## config.mk

```make
export PLATFORM = sky130hd
export DESIGN_NAME = gsl_regs
export DESIGN_NICKNAME = d
export VERILOG_FILES = /design/src/core/gsl_pkg.sv /design/src/core/gsl_regs.sv
export VERILOG_INCLUDE_DIRS = /design/src /design/src/core
export SDC_FILE = /design/constraint.sdc
export NUM_CORES = 1
export LEC_CHECK = 0
export ABC_AREA = 1
export ABC_CLOCK_PERIOD_IN_PS = 850
export BUFFER_PORTS_ARGS = -buffer_cell sky130_fd_sc_hd__buf_4
export CAP_MARGIN = 10
export CORE_AREA = 2 2 44 86
export DETAILED_ROUTE_END_ITERATION = 8
export DIE_AREA = 0 0 46 88
export PLACE_DENSITY = 0.77
export SYNTH_ARGS = -nofsm -noshare
export SYNTH_HDL_FRONTEND = slang
export SYNTH_SLANG_ARGS = --single-unit
```

## constraint.sdc

```tcl
create_clock -name clk_sys_i -period 0.85 [get_ports clk_sys_i]
set_input_delay 0.085 -clock clk_sys_i [delete_from_list [all_inputs] [get_ports clk_sys_i]]
set_output_delay 0.085 -clock clk_sys_i [all_outputs]
set_load 0.03 [all_outputs]
```

## src/core/gsl_params.svh

```systemverilog
// Register offsets, field positions and reset values of the status, lock and identity bank
`ifndef GSL_PARAMS_SVH
`define GSL_PARAMS_SVH
`define GSL_ADDR_GPIO_CHANGE_STATUS   8'he6
`define GSL_ADDR_SOFTWARE_WRITE_LOCK  8'hef
`define GSL_ADDR_PIN_SELECTED_FEATURES 8'hfc
`define GSL_ADDR_PART_IDENTITY        8'hfd
`define GSL_ADDR_MAKER_IDENTITY       8'hfe
`define GSL_ADDR_DIE_REVISION         8'hff
`define GSL_RST_GPIO_CHANGE_STATUS    8'h00
`define GSL_RST_SOFTWARE_WRITE_LOCK   8'h00
`define GSL_RST_PIN_SELECTED_FEATURES 8'h00
`define GSL_LOCK_BIT                  0
`define GSL_PIN_ONE_BIT               0
`define GSL_PIN_TWO_BIT               1
`define GSL_SEL_MSB                   2
`define GSL_NUM_PINS                  2
`endif

```

## src/core/gsl_pkg.sv

```systemverilog
// Types shared by the status, lock and identity register bank
package gsl_pkg;
  typedef struct packed {
    logic       wr;     // Write strobe, one cycle
    logic       rd;     // Read strobe, one cycle
    logic [7:0] addr;   // Register offset
    logic [7:0] wdata;  // Write data
  } gsl_req_t;

  typedef struct packed {
    logic       valid;  // Read data valid, one cycle
    logic [7:0] rdata;  // Read data
  } gsl_rsp_t;

  typedef enum logic [2:0] {
    GSL_EXT1_SIMPLE     = 3'h0,
    GSL_EXT1_DIODE      = 3'h1,
    GSL_EXT1_TRANSISTOR = 3'h2,
    GSL_INT_TRANSISTOR  = 3'h3,
    GSL_EXT2_OR_EXT1D   = 3'h4,
    GSL_EXT1_TRANS_ALT  = 3'h5
  } gsl_diode_mode_t;
endpackage

```

## src/core/gsl_regs.sv

```systemverilog
// Status, software lock, features and identity register bank
`include "gsl_params.svh"
`timescale 1ns/1ps
`default_nettype none

module gsl_regs
  import gsl_pkg::*;
#(
  parameter logic       THREE_DIODE    = 1'b1,   // 1 for the three-diode variant
  parameter logic [7:0] PART_ID_SINGLE = 8'ha1,  // Arbitrary value
  parameter logic [7:0] PART_ID_TRIPLE = 8'ha3,  // Arbitrary value
  parameter logic [7:0] MAKER_ID       = 8'h3c,  // Arbitrary value
  parameter logic [7:0] REVISION_ID    = 8'h07   // Arbitrary value
)
(
  input  wire logic             clk_sys_i,       // 40 MHz system clock
  input  wire logic             reset_i,         // Hard reset, async, active high
  input  wire logic             clk_en_i,        // Clock enable, freezes all state when low
  input  wire gsl_pkg::gsl_req_t req_i,          // Register request from the serial bus logic
  input  wire logic [1:0]       gpio_pin_i,      // GPIO pin levels, asynchronous
  input  wire logic [1:0]       gpio_dir_out_i,  // 1 where the pin is an output
  input  wire logic [1:0]       gpio_int_en_i,   // Per-pin alert enable
  input  wire logic [2:0]       shutdown_select_code_i, // Shutdown-select pin code, asynchronous
  output var  gsl_pkg::gsl_rsp_t rsp_o,          // Read answer
  output logic                  gpio_summary_o,  // GPIO summary bit of main status
  output logic                  alert_o,         // Alert request, sticky until status read
  output logic                  lock_protected_o // Lock state for other protected registers
);
  import gsl_pkg::*;

  localparam int NP = `GSL_NUM_PINS;
  localparam logic [7:0] LOCK_RST = `GSL_RST_SOFTWARE_WRITE_LOCK;

  logic [NP-1:0] pin_meta_reg;
  logic [NP-1:0] pin_sync_reg;
  logic [NP-1:0] pin_last_reg;
  logic          pin_valid_reg;
  logic [1:0]    pin_fill_reg;
  logic [2:0]    sel_meta_reg;
  logic [2:0]    sel_sync_reg;
  logic          sel_taken_reg;
  logic [NP-1:0] change_status_reg;
  logic [NP-1:0] change_status_next;
  logic [NP-1:0] pin_event;
  logic [NP-1:0] alert_event;
  logic          lock_reg;
  logic [7:0]    features_reg;
  logic          alert_reg;
  gsl_rsp_t      rsp_reg;
  logic          status_read;
  logic          lock_write;
  logic [7:0]    read_mux;

  // Two-stage synchronisers for pins and straps
  always_ff @(posedge clk_sys_i or posedge reset_i)
  begin
    if (reset_i)
    begin
      pin_meta_reg <= '0;
      pin_sync_reg <= '0;
      sel_meta_reg <= 3'h0;
      sel_sync_reg <= 3'h0;
    end
    else if (clk_en_i)
    begin
      pin_meta_reg <= gpio_pin_i;
      pin_sync_reg <= pin_meta_reg;
      sel_meta_reg <= shutdown_select_code_i;
      sel_sync_reg <= sel_meta_reg;
    end
  end

  // Previous pin level; detection waits until synchroniser and last sample hold real pin data
  always_ff @(posedge clk_sys_i or posedge reset_i)
  begin
    if (reset_i)
    begin
      pin_last_reg  <= '0;
      pin_fill_reg  <= 2'h0;
      pin_valid_reg <= 1'b0;
    end
    else if (clk_en_i)
    begin
      pin_last_reg  <= pin_sync_reg;
      pin_fill_reg  <= {pin_fill_reg[0], 1'b1};
      pin_valid_reg <= pin_fill_reg[1];
    end
  end

  assign status_read = req_i.rd && (req_i.addr == `GSL_ADDR_GPIO_CHANGE_STATUS);

  genvar g;
  generate
    for (g = 0; g < NP; g++)
    begin : g_pin
      // Both edges count, only while the pin is an input; enable not consulted
      assign pin_event[g] = pin_valid_reg && !gpio_dir_out_i[g]
                            && (pin_sync_reg[g] != pin_last_reg[g]);
      assign alert_event[g] = pin_event[g] && gpio_int_en_i[g];
      // Set wins over the clearing read
      assign change_status_next[g] = pin_event[g]
                                     || (change_status_reg[g] && !status_read);
    end
  endgenerate

  always_ff @(posedge clk_sys_i or posedge reset_i)
  begin
    if (reset_i)
      change_status_reg <= NP'(`GSL_RST_GPIO_CHANGE_STATUS);
    else if (clk_en_i)
      change_status_reg <= change_status_next;
  end

  always_ff @(posedge clk_sys_i or posedge reset_i)
  begin
    if (reset_i)
      gpio_summary_o <= 1'b0;
    else if (clk_en_i)
      gpio_summary_o <= |change_status_next;
  end

  // Alert held until the status register is read, new events win
  always_ff @(posedge clk_sys_i or posedge reset_i)
  begin
    if (reset_i)
      alert_reg <= 1'b0;
    else if (clk_en_i)
      alert_reg <= (|alert_event) || (alert_reg && !status_read);
  end

  assign alert_o = alert_reg;

  // Lock register is itself protected, so a set lock can never be written back
  assign lock_write = req_i.wr && (req_i.addr == `GSL_ADDR_SOFTWARE_WRITE_LOCK)
                      && !lock_reg;

  always_ff @(posedge clk_sys_i or posedge reset_i)
  begin
    if (reset_i)
      lock_reg <= LOCK_RST[`GSL_LOCK_BIT];
    else if (clk_en_i && lock_write)
      lock_reg <= req_i.wdata[`GSL_LOCK_BIT];
  end

  always_ff @(posedge clk_sys_i or posedge reset_i)
  begin
    if (reset_i)
      lock_protected_o <= 1'b0;
    else if (clk_en_i)
      lock_protected_o <= lock_write ? req_i.wdata[`GSL_LOCK_BIT] : lock_reg;
  end

  // Strap captured once, on the first enabled cycle after synchroniser fill
  always_ff @(posedge clk_sys_i or posedge reset_i)
  begin
    if (reset_i)
    begin
      features_reg  <= `GSL_RST_PIN_SELECTED_FEATURES;
      sel_taken_reg <= 1'b0;
    end
    else if (clk_en_i && pin_valid_reg && !sel_taken_reg)
    begin
      features_reg  <= {5'h00, sel_sync_reg};
      sel_taken_reg <= 1'b1;
    end
  end

  always_comb
  begin
    read_mux = 8'h00;
    unique case (req_i.addr)
      `GSL_ADDR_GPIO_CHANGE_STATUS:   read_mux = {6'h00, change_status_reg};
      `GSL_ADDR_SOFTWARE_WRITE_LOCK:  read_mux = {7'h00, lock_reg};
      `GSL_ADDR_PIN_SELECTED_FEATURES: read_mux = features_reg;
      `GSL_ADDR_PART_IDENTITY:        read_mux = THREE_DIODE ? PART_ID_TRIPLE
                                                             : PART_ID_SINGLE;
      `GSL_ADDR_MAKER_IDENTITY:       read_mux = MAKER_ID;
      `GSL_ADDR_DIE_REVISION:         read_mux = REVISION_ID;
      default:                        read_mux = 8'h00;
    endcase
  end

  always_ff @(posedge clk_sys_i or posedge reset_i)
  begin
    if (reset_i)
      rsp_reg <= '0;
    else if (clk_en_i)
    begin
      rsp_reg.valid <= req_i.rd;
      rsp_reg.rdata <= req_i.rd ? read_mux : 8'h00;
    end
  end

  assign rsp_o = rsp_reg;

  AST_READ_CLEARS: assert property (@(posedge clk_sys_i) disable iff (reset_i)
    clk_en_i && status_read && !(|pin_event) |=> change_status_reg == '0)
    else $error("status not cleared by read");

  AST_STICKY: assert property (@(posedge clk_sys_i) disable iff (reset_i)
    clk_en_i && !status_read && change_status_reg[0] |=> change_status_reg[0])
    else $error("status bit lost without read");

  AST_EVENT_SETS: assert property (@(posedge clk_sys_i) disable iff (reset_i)
    clk_en_i && pin_event[1] |=> change_status_reg[1])
    else $error("pin change not recorded");

  AST_SUMMARY: assert property (@(posedge clk_sys_i) disable iff (reset_i)
    gpio_summary_o == (|change_status_reg))
    else $error("summary disagrees with status");

  AST_OUTPUT_IGNORED: assert property (@(posedge clk_sys_i) disable iff (reset_i)
    clk_en_i && gpio_dir_out_i[0] && !status_read && !change_status_reg[0]
    |=> !change_status_reg[0])
    else $error("output pin set status");

  AST_LOCK_HOLDS: assert property (@(posedge clk_sys_i) disable iff (reset_i)
    lock_reg |=> lock_reg)
    else $error("lock cleared without reset");

  AST_LOCKED_WRITE: assert property (@(posedge clk_sys_i) disable iff (reset_i)
    lock_reg && req_i.wr |=> lock_protected_o && lock_reg)
    else $error("write accepted while locked");

  AST_UNLOCKED_WRITE: assert property (@(posedge clk_sys_i) disable iff (reset_i)
    clk_en_i && !lock_reg && req_i.wr && req_i.addr == `GSL_ADDR_SOFTWARE_WRITE_LOCK
    |=> lock_reg == $past(req_i.wdata[0]))
    else $error("unlocked write not taken");

  AST_RACE_KEPT: assert property (@(posedge clk_sys_i) disable iff (reset_i)
    clk_en_i && status_read && pin_event[0] |=> change_status_reg[0] ##1 1'b1)
    else $error("coincident change lost");

  AST_ALERT: assert property (@(posedge clk_sys_i) disable iff (reset_i)
    clk_en_i && alert_event[0] |=> alert_o)
    else $error("alert not raised");

  AST_IDENTITY: assert property (@(posedge clk_sys_i) disable iff (reset_i)
    clk_en_i && req_i.rd && req_i.addr == `GSL_ADDR_MAKER_IDENTITY
    |=> rsp_o.valid && rsp_o.rdata == MAKER_ID)
    else $error("maker identity wrong");

  // Checks on both pins, the freeze, the alert, the lock flag, the features and the read answers

  AST_FREEZE_STATUS: assert property (@(posedge clk_sys_i) disable iff (reset_i)
    !clk_en_i
    |=> $stable(change_status_reg))
    else $error("status moved while frozen");

  AST_FREEZE_LOCK: assert property (@(posedge clk_sys_i) disable iff (reset_i)
    !clk_en_i
    |=> $stable(lock_reg))
    else $error("lock moved while frozen");

  AST_EVENT_SETS_ONE: assert property (@(posedge clk_sys_i) disable iff (reset_i)
    clk_en_i && pin_event[0]
    |=> change_status_reg[0])
    else $error("pin one change not recorded");

  AST_STICKY_TWO: assert property (@(posedge clk_sys_i) disable iff (reset_i)
    clk_en_i && !status_read && change_status_reg[1]
    |=> change_status_reg[1])
    else $error("pin two status lost without read");

  AST_OUTPUT_IGNORED_TWO: assert property (@(posedge clk_sys_i) disable iff (reset_i)
    clk_en_i && gpio_dir_out_i[1] && !status_read && !change_status_reg[1]
    |=> !change_status_reg[1])
    else $error("output pin two set status");

  AST_NO_SPURIOUS: assert property (@(posedge clk_sys_i) disable iff (reset_i)
    clk_en_i && !(|pin_event)
    |=> (change_status_reg & ~$past(change_status_reg)) == '0)
    else $error("status set without pin change");

  AST_RACE_KEPT_TWO: assert property (@(posedge clk_sys_i) disable iff (reset_i)
    clk_en_i && status_read && pin_event[1]
    |=> change_status_reg[1])
    else $error("coincident pin two change lost");

  AST_ALERT_TWO: assert property (@(posedge clk_sys_i) disable iff (reset_i)
    clk_en_i && alert_event[1]
    |=> alert_o)
    else $error("pin two alert not raised");

  AST_ALERT_MASKED: assert property (@(posedge clk_sys_i) disable iff (reset_i)
    clk_en_i && !alert_o && !(|alert_event)
    |=> !alert_o)
    else $error("alert raised without enabled change");

  AST_LOCK_FLAG: assert property (@(posedge clk_sys_i) disable iff (reset_i)
    lock_protected_o == lock_reg)
    else $error("lock flag disagrees with lock");

  AST_UNLOCKED_FLAG: assert property (@(posedge clk_sys_i) disable iff (reset_i)
    clk_en_i && !lock_reg && req_i.wr && req_i.addr == `GSL_ADDR_SOFTWARE_WRITE_LOCK
    |=> lock_protected_o == $past(req_i.wdata[0]))
    else $error("lock flag missed unlocked write");

  AST_FEATURES_UPPER: assert property (@(posedge clk_sys_i) disable iff (reset_i)
    clk_en_i && req_i.rd && req_i.addr == `GSL_ADDR_PIN_SELECTED_FEATURES
    |=> rsp_o.valid && rsp_o.rdata[7:3] == 5'h00)
    else $error("features upper bits set");

  AST_FEATURES_FROZEN: assert property (@(posedge clk_sys_i) disable iff (reset_i)
    sel_taken_reg
    |=> $stable(features_reg))
    else $error("features changed after capture");

  AST_PART_ID: assert property (@(posedge clk_sys_i) disable iff (reset_i)
    clk_en_i && req_i.rd && req_i.addr == `GSL_ADDR_PART_IDENTITY
    |=> rsp_o.valid && rsp_o.rdata == (THREE_DIODE ? PART_ID_TRIPLE : PART_ID_SINGLE))
    else $error("part identity wrong");

  AST_REVISION: assert property (@(posedge clk_sys_i) disable iff (reset_i)
    clk_en_i && req_i.rd && req_i.addr == `GSL_ADDR_DIE_REVISION
    |=> rsp_o.valid && rsp_o.rdata == REVISION_ID)
    else $error("revision wrong");

  AST_STATUS_DATA: assert property (@(posedge clk_sys_i) disable iff (reset_i)
    clk_en_i && status_read
    |=> rsp_o.valid && rsp_o.rdata == {6'h00, $past(change_status_reg)})
    else $error("status read data wrong");

  AST_RSP_IDLE: assert property (@(posedge clk_sys_i) disable iff (reset_i)
    clk_en_i && !req_i.rd
    |=> !rsp_o.valid && rsp_o.rdata == 8'h00)
    else $error("answer without read");

  AST_SUMMARY_RISE: assert property (@(posedge clk_sys_i) disable iff (reset_i)
    clk_en_i && (|pin_event)
    |=> gpio_summary_o)
    else $error("summary not raised by change");
endmodule
`default_nettype wire

```

==> results summary <==
The run finished, with violations left. The final reports fail on negative setup slack. In the post-synthesis netlist, the biggest area contributors are dfrtp_1 56%, nand2_1 19%, o21ai_0 5.6%. The number of inserted diodes is 0. The initial antenna violation count was 0.

Of the cells placed in the final design, the portion with a size suffix greater than 1 is 33.5%. The total power of the final layout came out at 3.54 mW. The post-synthesis sequential element count came out at 32. The number of pins with negative max-slew slack in the final report is 0. The Yosys step of the flow raised 0 warnings. The sequential cell area fraction in the yosys report came out at 55.5%. The post-route antenna net violation count came out at 0. The fraction of registers with async set or reset after synthesis came out at 100%. Counting instances, the worst hold path has a depth of 3. The total of max-cap violations came out at 0. The synthesized-area fraction occupied by ao, oa, aoi and oai cells is 7.63%.

The count of distinct cell types in the synthesized netlist came out at 18. Summed over all layers, the global routing overflow is 0. The synthesized netlist net count is 210. After technology mapping, the gate count stands at 180. The area added between synthesis and finish is 43.3%. The commonest cells after synthesis are 74 x nand2_1, 32 x dfrtp_1, 21 x inv_1. The floorplan die area is 0.00405 mm². The analysis attributes to cell leakage a power of 1.10 nW. The final critical delay including setup and external delays is 0.989 ns. The share of synthesized cell area in full adder, half adder and majority cells came out at 0%.

The number of buffers inserted during clock tree synthesis is 5. By area, the combinational part of the netlist is dominated by simple AND/OR/NAND/NOR gates. The class of the most critical setup path is register to register.

The die height is 88 µm. Across the routed clock network, the largest skew measured is 0.00216 ns. The final setup violation count came out at 21. The first-pass GRT wire length is 5150 µm. Along the worst path, the maximum fanout reaches 2. The die width is 46 µm. The dominant cell by count in the synthesized netlist is nand2_1. The largest net degree at the start of global routing came out at 33. The depth of the worst register-to-register path is 4.

The longest clock path from root to sink contains 2 buffers. 42 I/O pins were placed. The area share of the leading cell type in the synthesized netlist came out at 55.5%. The synthesized design spends more area on one cell type than any other, namely dfrtp_1.

Routability-driven placement finished with a final weighted congestion of 0.896. The core region is 0.00338 mm². The detailed-route via count came out at 1341. The number of endpoints with negative hold slack in the final report is 0. For this configuration, the core starts out at a cell density of 42.7%. The data arrival at the endpoint of the critical path came out at 1.21 ns. TritonCTS built the clock tree. The number of buffers inserted by port buffering came out at 33. The level count of the clock H-tree is 2. In the synthesized netlist the dominant register cell turns out to be dfrtp_1. Setup repair after global routing could not meet its margin everywhere.

The first routing iteration left 36 violations. The post-layout worst setup margin is -0.139 ns. The share of synthesized cell area in and, or, nand and nor gates came out at 28.5%. The initialized floorplan defines 30 standard-cell rows. After legalization and detailed placement, the total HPWL measured 2300 µm. The clock-pin slew on the worst setup and hold paths came out at 0.06 ns. CTS saw 32 sinks. The number of enable-type register cells in the synthesized netlist is 0. The combined area of all synthesized cells is 0.00144 mm². The mean number of vias per cell came out at 4.95. The remaining routing DRC violations is 0. The type of the tightest min-delay check is input port to register. Static timing analysis puts the maximum clock frequency at 1.01 GHz. The average wire per standard cell came out at 11.4 µm. The fraction of synthesized cell area in xor and xnor cells is 0%. STA classifies the critical path endpoint as a register. The multiplexer area fraction after synthesis is 0%. The root buffer cell chosen for the clock tree is clkbuf_8. The clock insertion delay at the later pin of the skew report is 0.28 ns. The via count of the first global-routing pass came to 1306. The detailed-routing iteration count for the pre-antenna-repair pass is 4.

The required arrival time at the worst endpoint is 1.07 ns. The startpoint type of the worst setup path is a register. The mean post-synth cell area came out at 8.01 µm². The number of flip-flops under the largest register name is 7. The total detailed-routing wirelength came out at 3080 µm. The final cycle utilization of the critical path came out at 116%.

The power per cell area is 1710 mW/mm². The instance count after placement with tap cells included is 253. The overall track demand over capacity in global routing came out at 17.8%. The maximum vdd drop is 0.00150 V. The final non-filler cell total is 271. The final net count is 269.
[cells by family after synthesis]
logic type | after synthesis
other | 1
DFF | 32
buffers and inverters | 28
AOI/OAI and AO/OA | 21
and+or+nand+nor | 98
[per-layer routing]
layer	vias to the layer above	track usage, %	part of all wire (%)
met5	-	0	0
met4	0	11.4	3.4
li1	675	-	-
met3	10	4.95	4.3
met2	36	30.8	55
met1	620	17.3	37
[power breakdown]
part	switching (mW)	internal, mW	leakage [nW]
Sequential	0.0793	1.64	0.390
Clock	0.506	0.719	0.0503
Combinational	0.314	0.283	0.660
[what timing repair did]
action	CTS	global route
endpoints found under the hold margin	33	0
endpoints found under the setup margin	21	22
setup buffers	5	4
pin swaps	5	4
hold buffers	2	0
gates resized for setup	19	5
[cell type report]
class	instances	area [µm²]
Tap cell	32	40.0
Clock buffer	7	96.3
Multi-Input combinational cell	120	553
Fill cell	297	1310
Sequential cell	32	801
Timing Repair Buffer	58	494
Inverter	22	82.6
[worst max-delay path, stage by stage, from the launching register on]
cell and delay [ns]:
dfrtp_1 0.39, inv_2 0.06, nand2_1 0.05, or3_4 0.37, nand2_1 0.07
[metrics by stage]
step                      setup slack, ns  util [%]  instance area [µm²]  setup TNS (ns)  hold slack (ns)
final                              -0.139      61.2                 2070           -1.29          0.00280
after floorplan                   -0.0832         -                 1450          -0.166            0.201
after global placement             -0.195      53.9                 1820           -1.21            0.144
after detailed placement           -0.194      53.9                 1820           -1.51            0.145
after global routing               -0.189      61.2                 2070           -2.29           0.0103
after CTS                          -0.148      60.1                 2030           -1.34          0.00206
[cells in the final DEF (no fill, tap or decap), types with 3 or more instances in the layout]
| cell | count |
|---|---|
| inv_2 | 5 |
| buf_6 | 11 |
| clkbuf_8 | 7 |
| nand2_1 | 73 |
| inv_1 | 16 |
| o21ai_0 | 13 |
| nand4_1 | 3 |
| nor2_2 | 4 |
| dfrtp_1 | 32 |
| nand3_1 | 11 |
| buf_4 | 44 |
| o21ai_1 | 3 |
[path summary, 6_finish.rpt]
path / start / endpoint / slack [ns]
worst min register to register: pin_fill_reg[0]$_DFFE_PP0P_ / pin_fill_reg[0]$_DFFE_PP0P_ / 0.45
worst max register to register: lock_reg$_DFFE_PP0P_ / lock_reg$_DFFE_PP0P_ / -0.14
max in group asynchronous: reset_i / alert_o$_DFFE_PP0P_ / 0.28
worst max-delay path: lock_reg$_DFFE_PP0P_ / lock_reg$_DFFE_PP0P_ / -0.14
min in group asynchronous: reset_i / lock_protected_o$_DFFE_PP0P_ / 0.40
worst min-delay path: gpio_pin_i[0] / pin_meta_reg[0]$_DFFE_PP0P_ / 0.003
(Power assumes the default switching activity.)
